===== config.mk =====
export PLATFORM = sky130hd
export DESIGN_NAME = sctl_gate
export DESIGN_NICKNAME = d
export VERILOG_FILES = /design/src/sctl_pkg.sv /design/src/sctl_gate.sv
export VERILOG_INCLUDE_DIRS = /design/src
export SDC_FILE = /design/constraint.sdc
export NUM_CORES = 1
export LEC_CHECK = 0
export BUFFER_PORTS_ARGS = -buffer_cell sky130_fd_sc_hd__buf_4
export CORE_MARGIN = 2
export CORE_UTILIZATION = 25
export DETAILED_ROUTE_END_ITERATION = 12
export MAX_ROUTING_LAYER = met4
export SYNTH_ARGS = -nofsm -noshare
export SYNTH_HDL_FRONTEND = slang
export SYNTH_SLANG_ARGS = --single-unit

===== constraint.sdc =====
create_clock -name clk_i -period 1.5 [get_ports clk_i]
set_input_delay 0.15 -clock clk_i [delete_from_list [all_inputs] [get_ports clk_i]]
set_output_delay 0.15 -clock clk_i [all_outputs]
set_load 0.05 [all_outputs]

===== src/sctl_regs.svh =====
// Register offsets, field widths, reset values and sizes for the sleep-gating block.
// Assumes a 32-bit classic Wishbone slave with word-aligned byte addresses.
`ifndef SCTL_REGS_SVH
`define SCTL_REGS_SVH

`define SCTL_NPER        28
`define SCTL_NSRC        3
`define SCTL_ADDR_W      5
`define SCTL_OFF_RAW     5'h00
`define SCTL_OFF_MASK    5'h04
`define SCTL_OFF_MSTAT   5'h08
`define SCTL_OFF_LEVEL   5'h0c
`define SCTL_OFF_GATE    5'h10
`define SCTL_OFF_RUN     5'h14
`define SCTL_OFF_SLEEP   5'h18
`define SCTL_OFF_DEEP    5'h1c
`define SCTL_BIT_MOSC    0
`define SCTL_BIT_PLL     1
`define SCTL_BIT_BOR     2
`define SCTL_LVL_MIN     4'h0
`define SCTL_LVL_DEF     4'h5
`define SCTL_LVL_MAX     4'ha
`define SCTL_MASK_RST    3'h0
`define SCTL_PER_RST     28'h0000000

`endif


===== src/sctl_pkg.sv =====
// Types shared by the sleep-gating block.
// Assumes sctl_regs.svh is on the include path.
`default_nettype none
`include "sctl_regs.svh"

package sctl_pkg;

    typedef logic [`SCTL_NPER-1:0] sctl_per_t;
    typedef logic [`SCTL_NSRC-1:0] sctl_src_t;

    // Wishbone request from the master.
    typedef struct packed {
        logic                    cyc;
        logic                    stb;
        logic                    we;
        logic [3:0]              sel;
        logic [`SCTL_ADDR_W-1:0] adr;
        logic [31:0]             dat;
    } sctl_wb_req_t;

    // Whole state of the block.
    typedef struct packed {
        sctl_src_t   sync1;
        sctl_src_t   sync2;
        sctl_src_t   sync3;
        sctl_src_t   raw;
        sctl_src_t   mask;
        logic [3:0]  level;
        logic        gate;
        sctl_per_t   run;
        sctl_per_t   slp;
        sctl_per_t   dsl;
        sctl_per_t   clk_en;
        logic        irq;
        logic        ack;
        logic [31:0] rdata;
    } sctl_state_t;

endpackage : sctl_pkg

`default_nettype wire


===== src/sctl_gate.sv =====
// Interrupt combining, regulator level and sleep clock gating for system control.
// Assumes a classic Wishbone master on clk_i and sleep indications from the core on clk_i.
//
// What this block does
// - A three-bit mask has one bit each for oscillator power-up, PLL lock and brown-out; a zero disables it.
// - Software may set any combination of the three mask bits independently.
// - A pending source reaches the interrupt line only while its mask bit is set.
// - Software can read the raw pending state and the masked pending state.
// - Status uses the same bit positions as the mask.
// - The regulator level holds eleven settings 2.25 V to 2.75 V in 50 mV steps, reset to 2.5 V.
// - A read returns the regulator level setting currently held.
// - With sleep gating off, its reset state, peripherals are clocked in sleep and deep-sleep as in run.
// - With gating on, run-enabled peripherals follow their own sleep and deep-sleep enables.
// - With gating on, a peripheral without deep-sleep enable is stopped while in deep-sleep.
// - On deep-sleep exit a run-enabled peripheral gets its clock back with its state kept.
// - With gating off, deep-sleep enables stay stored but have no effect.
// - With gating on, a deep-sleep-enabled peripheral keeps its clock in deep-sleep.
// - Software can clear selected pending sources until their condition occurs again.
// - Every peripheral is run-disabled after reset until software enables it.
`default_nettype none
`include "sctl_regs.svh"

module sctl_gate
(
    // Clock and reset
    input  wire logic                     clk_i,
    input  wire logic                     rst_i,
    // Wishbone slave
    input  wire logic                     cyc_i,
    input  wire logic                     stb_i,
    input  wire logic                     we_i,
    input  wire logic [3:0]               sel_i,
    input  wire logic [`SCTL_ADDR_W-1:0]  adr_i,
    input  wire logic [31:0]              dat_i,
    output logic      [31:0]              dat_o,
    output logic                          ack_o,
    // Event sources, asynchronous
    input  wire logic                     main_osc_powerup_src_i,
    input  wire logic                     pll_locked_src_i,
    input  wire logic                     brownout_src_i,
    // Processor power state
    input  wire logic                     sleep_i,
    input  wire logic                     deep_sleep_i,
    // Outputs to the system
    output logic                          irq_o,
    output logic      [3:0]               regulator_level_sel_o,
    output logic      [`SCTL_NPER-1:0]    periph_clk_en_o,
    output logic      [`SCTL_NPER-1:0]    periph_run_en_o
);

    // ----------------------------------------------------------------
    // Helpers
    // ----------------------------------------------------------------

    // Byte-lane merge of a write into a stored word.
    function automatic logic [31:0] merge(input logic [31:0] old_v, input logic [31:0] new_v,
                                          input logic [3:0] sel);
        logic [31:0] m;
        m = {{8{sel[3]}}, {8{sel[2]}}, {8{sel[1]}}, {8{sel[0]}}};
        return (old_v & ~m) | (new_v & m);
    endfunction

    // Address decode, used by both the read and the write path.
    function automatic logic hit(input logic [`SCTL_ADDR_W-1:0] a, input logic [`SCTL_ADDR_W-1:0] off);
        return a == off;
    endfunction

    sctl_pkg::sctl_state_t st;
    sctl_pkg::sctl_state_t next_st;
    sctl_pkg::sctl_wb_req_t req;
    sctl_pkg::sctl_src_t    evt;
    sctl_pkg::sctl_src_t    clr;
    sctl_pkg::sctl_per_t    want;
    logic                   wr;
    logic [31:0]            wv;
    logic [31:0]            rv;

    assign req = '{cyc: cyc_i, stb: stb_i, we: we_i, sel: sel_i, adr: adr_i, dat: dat_i};

    // Rising edges of the synchronised sources; the first stage is never looked at here.
    assign evt = st.sync2 & ~st.sync3;

    // A write takes effect only on the edge where ack is high.
    assign wr = req.cyc & req.stb & req.we & st.ack;

    // ----------------------------------------------------------------
    // Per-peripheral clock decision
    // ----------------------------------------------------------------

    generate
        for (genvar i = 0; i < `SCTL_NPER; i++)
        begin : g_per
            // Deep-sleep takes priority when the core reports both states at once.
            assign want[i] = (!st.gate || (!sleep_i && !deep_sleep_i)) ? st.run[i]
                           : deep_sleep_i ? (st.run[i] & st.dsl[i])
                           : (st.run[i] & st.slp[i]);
        end
    endgenerate

    // ----------------------------------------------------------------
    // Next state
    // ----------------------------------------------------------------

    always_comb
    begin
        next_st = st;
        wv      = 32'h00000000;
        clr     = '0;
        next_st.sync1 = {brownout_src_i, pll_locked_src_i, main_osc_powerup_src_i};
        next_st.sync2 = st.sync1;
        next_st.sync3 = st.sync2;

        if (wr && hit(req.adr, `SCTL_OFF_RAW))
        begin
            wv  = merge(32'h00000000, req.dat, req.sel);
            clr = wv[`SCTL_NSRC-1:0];
        end
        // A new event in the clearing cycle survives the clear.
        next_st.raw = (st.raw & ~clr) | evt;

        if (wr && hit(req.adr, `SCTL_OFF_MASK))
        begin
            wv           = merge({29'h0, st.mask}, req.dat, req.sel);
            next_st.mask = wv[`SCTL_NSRC-1:0];
        end
        if (wr && hit(req.adr, `SCTL_OFF_LEVEL))
        begin
            wv = merge({28'h0, st.level}, req.dat, req.sel);
            // Codes above the top setting are ignored so the regulator never sees them.
            if (wv[3:0] <= `SCTL_LVL_MAX)
                next_st.level = wv[3:0];
        end
        if (wr && hit(req.adr, `SCTL_OFF_GATE))
        begin
            wv           = merge({31'h0, st.gate}, req.dat, req.sel);
            next_st.gate = wv[0];
        end
        if (wr && hit(req.adr, `SCTL_OFF_RUN))
        begin
            wv          = merge({4'h0, st.run}, req.dat, req.sel);
            next_st.run = wv[`SCTL_NPER-1:0];
        end
        if (wr && hit(req.adr, `SCTL_OFF_SLEEP))
        begin
            wv          = merge({4'h0, st.slp}, req.dat, req.sel);
            next_st.slp = wv[`SCTL_NPER-1:0];
        end
        if (wr && hit(req.adr, `SCTL_OFF_DEEP))
        begin
            wv          = merge({4'h0, st.dsl}, req.dat, req.sel);
            next_st.dsl = wv[`SCTL_NPER-1:0];
        end

        next_st.irq    = |(next_st.raw & next_st.mask);
        next_st.clk_en = want;

        // Read data is captured with ack so it stands for the whole answer cycle.
        rv = 32'h00000000;
        if (hit(req.adr, `SCTL_OFF_RAW))
            rv = {29'h0, st.raw};
        else if (hit(req.adr, `SCTL_OFF_MASK))
            rv = {29'h0, st.mask};
        else if (hit(req.adr, `SCTL_OFF_MSTAT))
            rv = {29'h0, st.raw & st.mask};
        else if (hit(req.adr, `SCTL_OFF_LEVEL))
            rv = {28'h0, st.level};
        else if (hit(req.adr, `SCTL_OFF_GATE))
            rv = {31'h0, st.gate};
        else if (hit(req.adr, `SCTL_OFF_RUN))
            rv = {4'h0, st.run};
        else if (hit(req.adr, `SCTL_OFF_SLEEP))
            rv = {4'h0, st.slp};
        else if (hit(req.adr, `SCTL_OFF_DEEP))
            rv = {4'h0, st.dsl};

        // One wait state: ack rises the cycle after the request is taken and drops a cycle later.
        next_st.ack = req.cyc & req.stb & ~st.ack;
        if (req.cyc && req.stb && !st.ack)
            next_st.rdata = req.we ? 32'h00000000 : rv;
    end

    // ----------------------------------------------------------------
    // State register
    // ----------------------------------------------------------------

    always_ff @(posedge clk_i)
    begin
        if (rst_i)
        begin
            // The synchronisers clear as well, so a source already high at release is seen as a rising edge.
            st       <= '0;
            st.mask  <= `SCTL_MASK_RST;
            st.level <= `SCTL_LVL_DEF;
            st.gate  <= 1'b0;
            st.run   <= `SCTL_PER_RST;
        end
        else
            st <= next_st;
    end

    assign dat_o                 = st.rdata;
    assign ack_o                 = st.ack;
    assign irq_o                 = st.irq;
    assign regulator_level_sel_o = st.level;
    assign periph_clk_en_o       = st.clk_en;
    assign periph_run_en_o       = st.run;
endmodule : sctl_gate

`default_nettype wire


==> results of run 1 <==
## critical path, cell delays in order (launching register included)
cell and delay [ns]:
dfxtp_4 0.35, and4_4 0.25, and3_4 0.20, nor3b_4 0.32, mux2i_1 0.23, nand2_1 0.07
## per-layer routing
metal | GRT usage | part of all wire | up-vias | wire, um
li1 | - | - | 2852 | -
met1 | 0.179 | 0.46 | 2769 | 9730
met2 | 0.233 | 0.48 | 148 | 10200
met3 | 0.0292 | 0.046 | 26 | 982
met4 | 0.0403 | 0.016 | 0 | 332
met5 | - | 0 | - | 0
## synthesized netlist by cell type, drive strengths merged (2+ instances only)
cell	n	area, sq um
clkbuf	25	93.8
mux2i	98	981
and3	29	181
nand2	92	345
a31oi	5	31.3
a21oi	32	160
buf	112	791
mux2	25	282
nor3b	2	20.0
nor3	4	31.3
inv	6	22.5
dfxtp	162	3240
nor2b	16	103
a22oi	24	180
nand4	3	18.8
and2	2	12.5
nand2b	2	12.5
nand3	38	235
nor2	73	277
o21ai	25	125
## logic make-up after synthesis
group | synth area share
other | 0.000512
DFF | 0.442
buffers and inverters | 0.124
AOI/OAI and AO/OA | 0.0819
and+or+nand+nor | 0.176
muxes | 0.175
## final cells by class
| type | count | area share |
|---|---|---|
| clock buffer | 17 | 0.0446 |
| multi-input combinational | 494 | 0.344 |
| timing repair buffer | 220 | 0.198 |
| tap | 384 | 0.0504 |
| clock inverter | 15 | 0.0202 |
| inverter | 6 | 0.00236 |
| sequential | 162 | 0.341 |
## path summary, 6_finish.rpt
| kind | end | slack, ns | depth (start not counted) |
|---|---|---|---|
| hold / removal | register | 0.02 | 3 |
| setup reg to reg | regulator_level_sel_o[2] | -0.02 | 5 |
| hold reg to reg | next_st[158] | 0.44 | 1 |
| setup / recovery | regulator_level_sel_o[2] | -0.02 | 5 |
## power by group through the flow
stage / logic [mW] / registers [mW] / clock network, mW
detailed placement: 0.549 / 4.42 / 0
global route: 0.657 / 4.32 / 4.95
floorplan: 0.247 / 4.42 / 0
finish: 0.618 / 4.32 / 4.63
global placement: 0.546 / 4.42 / 0
CTS: 0.614 / 4.32 / 4.79
## per-stage QoR
stage	TNS (ns)	worst slack, ns	area (sq um)	cells
6_report	-0.0219	-0.0219	9530	1298
5_1_grt	-2.03	-0.0947	9530	1298
4_1_cts	-0.00987	-0.00987	9460	1295
3_5_place_dp	-11.99	-0.203	8530	1233
3_3_place_gp	-9.92	-0.241	8530	1233
2_1_floorplan	-0.0755	-0.0106	7370	799
## what timing repair did
action,CTS,global route
gates cloned,0,0
buffers inserted,1,3
hold endpoints to repair,74,0
hold buffers,29,0
gates resized for setup,4,15
pin swaps,4,4
setup endpoints to repair,16,50
==> results.cfg, run 1 <==
[status]
status = complete, but fails checks
failed_checks = negative setup slack

[cts]
cts_root_buf = clkbuf_16
cts_tree = done
cts_sinks = 162
clk_latency_ns = 0.43
path_clk_slew_ns = 0.07
ctsLongestPathBuffers = 2
htreeDepth = 4
cts_inserted_buffers = 17

[yosys]
synth_edf_count = 0
synth_cell_types = 48
ys.flop_type = dfxtp_1
yosys_warnings = 0
yosysSeqAreaShare = 0.442
ys_seq_elements = 162
syn_inst = 796
syn_avg_cell_area_sq_um = 9.21
netlist_area_sq_mm = 0.00733
async_reset_ff_frac = 0

[floorplan]
core.rowCount = 62
die_area_sq_mm = 0.0307
core_area_sq_mm = 0.0288
die_w_um = 175
die_h_um = 175
io_pins = 145
initial_utilization = 0.255

[setup_path]
required_ns = 1.83
crit-reg2reg-launch = ack_o
crit_fanout = 5
crit_type = reg -> reg
cp-end-kind = register
cp-startpoint = ack_o
crit_arrival_ns = 1.85
startpoint_type = register

[finish]
final_cell_mix = buf_4 (178), dfxtp_1 (161), mux2i_1 (96)
final_util = 0.331
fill_cells = 2966
multiInputGateArea_sq_mm = 0.00328
layout_commonest_cell = buf_4
final_nets = 952
final_layout_size_suffix_gt1_frac = 0.304
area_growth_pct = 30.1
regArea_sq_mm = 0.00325
diodes = 0

[detailed_routing]
drt_iter0_markers = 298
dr.pass1.iters = 5
vias_per_cell = 4.46
ant_nets = 0
drt_wl_total_um = 21300
detail_route.wl_per_cell_um = 16.4
drc = 0
dr_total_vias = 5795

[sta]
setup_ws_ns = -0.0219
slew_headroom = 0.535
fin_worst_skew_ns = 0.0141
fin_hold_ws_ns = 0.0232
hold_violations = 0
layout_min_cycle_time_ns = 1.52
report.final.slew_viol_count = 0
finalSetupViolCount = 1
fmax_mhz = 657
rsz0062_at_grt = true
period_share = 1.01
worst_pin_slew_ns = 0.698

[worst_hold_path]
hold_path.class = in -> reg
hold_path_startpoint = dat_i[3]

[pwr]
seq_power_share = 0.452
power.switching_mw = 2.32
pwr-share-clk = 0.484
ir_worst_vdd_uv = 670
power_mw = 9.57
sw_frac_of_total = 0.242
intPower_mw = 7.25
p_comb_frac = 0.065
p_leak_nw = 4.30
p_per_area_mw_per_mm2 = 1000

[grt]
gr-total-overflow = 0
grtUsageTotal = 0.143
grt_pass1_vias = 5612
antenna_found_initial = 0
grt_max_degree = 61
grt_pass1_wl_um = 32500

[placement]
gp_congestion = 0.872
hpwl_um = 14500
io_buffers = 136

[flow_run]
cap_violations = 0
Note: power is estimated with default switching activity, not from simulation.
==> run 2, diff against run 1 <==
--- a/config.mk
+++ b/config.mk
@@ -6,11 +6,13 @@
 export SDC_FILE = /design/constraint.sdc
 export NUM_CORES = 1
 export LEC_CHECK = 0
+export ABC_AREA = 1
 export BUFFER_PORTS_ARGS = -buffer_cell sky130_fd_sc_hd__buf_4
 export CORE_MARGIN = 2
 export CORE_UTILIZATION = 25
 export DETAILED_ROUTE_END_ITERATION = 12
 export MAX_ROUTING_LAYER = met4
+export RECOVER_POWER = 50
 export SYNTH_ARGS = -nofsm -noshare
 export SYNTH_HDL_FRONTEND = slang
 export SYNTH_SLANG_ARGS = --single-unit
==> run 2 against run 1 <==
- the flow still finishes with violations (negative setup slack)
- wire length grew 8.0%
- cell count up 13%
- synthesized cell count increased by 19%
- die area up 0.22%
- global-route usage grew 0.48 points
- sequential power is essentially flat
- largest power group is now sequential cells
- largest cell class unchanged
- worst hold slack worse by 0.0047 ns
- area after synthesis increased by 0.22%
- power decreased by 2.6%
- setup slack lost 0.076 ns
- clock skew shrank 0.0028 ns
- design area increased by 5.1%
==> results.cfg, run 2 <==
[placement]
place_area_sq_mm = 0.00852
gp_congestion = 0.878
dp_slack_ns = -0.558
io_buffers = 136
hpwl_um = 15300

[setup_path]
cp-end-kind = register
crit_type = reg -> reg
crit_arrival_ns = 1.92
crit_fanout = 3
required_ns = 1.82
startpoint_type = register

[pwr]
p_per_area_mw_per_mm2 = 931
ir_worst_vdd_uv = 597
power_mw = 9.33
p_leak_nw = 3.88

[detailed_routing]
ant_nets = 0
drt_wl_total_um = 23000
dr_total_vias = 6648
drc = 0
drt_iter0_markers = 428
detail_route.wl_per_cell_um = 15.7
vias_per_cell = 4.54
dr.pass1.iters = 5

[sta]
hold_violations = 0
rsz0062_at_grt = true
fin_worst_skew_ns = 0.0113
finalSetupViolCount = 68
fmax_mhz = 626
layout_min_cycle_time_ns = 1.60
period_share = 1.07
slew_headroom = 0.354
fin_tns_setup_ns = -2.64
report.final.slew_viol_count = 0
setup_ws_ns = -0.0978
worst_pin_slew_ns = 0.969

[cts]
cts_tree = done
cts_root_buf = clkbuf_16
htreeDepth = 4
path_clk_slew_ns = 0.07
clk_latency_ns = 0.42
cts_inserted_buffers = 17
ctsLongestPathBuffers = 2
cts_sinks = 162

[yosys]
synth_area_leaders = dfxtp_1 (44%), buf_4 (9.7%), a21oi_1 (9.5%)
synth_top_cell_area_share = 0.441
syn_avg_cell_area_sq_um = 7.75
syn_inst = 948
async_reset_ff_frac = 0
yosys_warnings = 0
ys.flop_type = dfxtp_1
synth_cell_types = 35
yosys.cell_count.top_type = dfxtp_1
synth.largest_area_cell = dfxtp_1
synth_common_cells = dfxtp_1 (162), a21oi_1 (139), nand2_1 (139), buf_4 (95), inv_1 (92)
yosysSeqAreaShare = 0.441
netlist_area_sq_mm = 0.00735
synth_edf_count = 0
ys_seq_elements = 162

[worst_hold_path]
hold_path.class = in -> reg

[floorplan]
io_pins = 145
die_h_um = 175
initial_utilization = 0.255
die_w_um = 175
die_area_sq_mm = 0.0308
core.rowCount = 62
core_area_sq_mm = 0.0288

[grt]
grt_max_degree = 56
antenna_found_initial = 1
gr-total-overflow = 0
grtUsageTotal = 0.148
grt_pass1_wl_um = 34500
grt_pass1_vias = 6142

[finish]
final_layout_size_suffix_gt1_frac = 0.354
area_growth_pct = 36.4
final_area_sq_mm = 0.0100
layout_commonest_cell = dfxtp_1
final_cell_mix = dfxtp_1 (161), nand2_1 (122), buf_4 (120)
final_nets = 1116

[flow_run]
cap_violations = 0

[status]
failed_checks = negative setup slack
status = complete, but fails checks
-- run 2: cell count changes after synthesis, moves of 22 or more --
cell and change:
a21oi_1 +107, o221ai_1 +22, o21ai_1 +35, o21ai_0 +34
and3_1 -29, a211oi_1 +24, mux2i_1 -97, a22oi_1 -24
mux2_2 -25, nand2_1 +47, inv_1 +86
-- run 2: final cells by class --
class	count	area, sq um
timing repair buffer	234	1960
clock inverter	15	148
fill	3014	18800
antenna	1	2.50
tap	384	480
multi-input combinational	543	3340
inverter	107	414
sequential	162	3250
clock buffer	17	425
-- run 2: stage by stage --
stage               hold WS [ns]  cells  utilization
CTS                    0.0000363   1446        0.333
finish                    0.0185   1463        0.348
global placement           0.351   1389        0.296
floorplan                  0.257    951            -
detailed placement         0.356   1389        0.296
global route             0.00436   1463        0.348
-- run 2: cells by family after synthesis --
logic type             Yosys count  synth area share
AO/OA/AOI/OAI                  294             0.226
buffers and inverters          248             0.179
flip-flops                     162             0.441
multiplexers                     1           0.00136
other                            1          0.000510
AND/OR/NAND/NOR                242             0.152
-- run 2: metal layers --
metal	routed length, um	track usage	part of all wire
met1	10500	0.193	0.46
met5	0	-	0
met4	238	0.0348	0.010
met3	1050	0.0320	0.046
met2	11200	0.234	0.49
-- run 2: worst paths after layout --
kind                                   start      endpoint  slack, ns  depth (start not counted)
worst max-delay path                   ack_o         irq_o       -0.1                         12
worst min register to register  next_st[162]  next_st[159]       0.40                          2
worst max register to register         ack_o         irq_o       -0.1                         12
worst min-delay path               dat_i[22]      register       0.02                          3
-- run 2: repair_timing --
item                                    in CTS  in global routing
hold endpoints to repair                    15                  5
cloned                                       2                  4
resized for setup                           68                112
pin swaps                                   16                 24
endpoints found under the setup margin     116                117
buffers inserted                             8                  8
hold buffers                                15                  5
-- run 2: worst max-delay path, stage by stage, from the launching register on --
cell	delay, ns
dfxtp_4	0.36
inv_4	0.03
buf_6	0.10
nor3_4	0.17
buf_4	0.16
buf_6	0.10
nand2_4	0.06
o21ai_1	0.15
o21ai_1	0.10
nand2_1	0.07
nand3_1	0.07
nand2_1	0.07
inv_1	0.04
-- run 2: power by group --
group	switching, mW	total [mW]	internal [mW]
registers	0.00807	4.32	4.31
clock network	1.97	4.31	2.34
logic	0.424	0.691	0.267
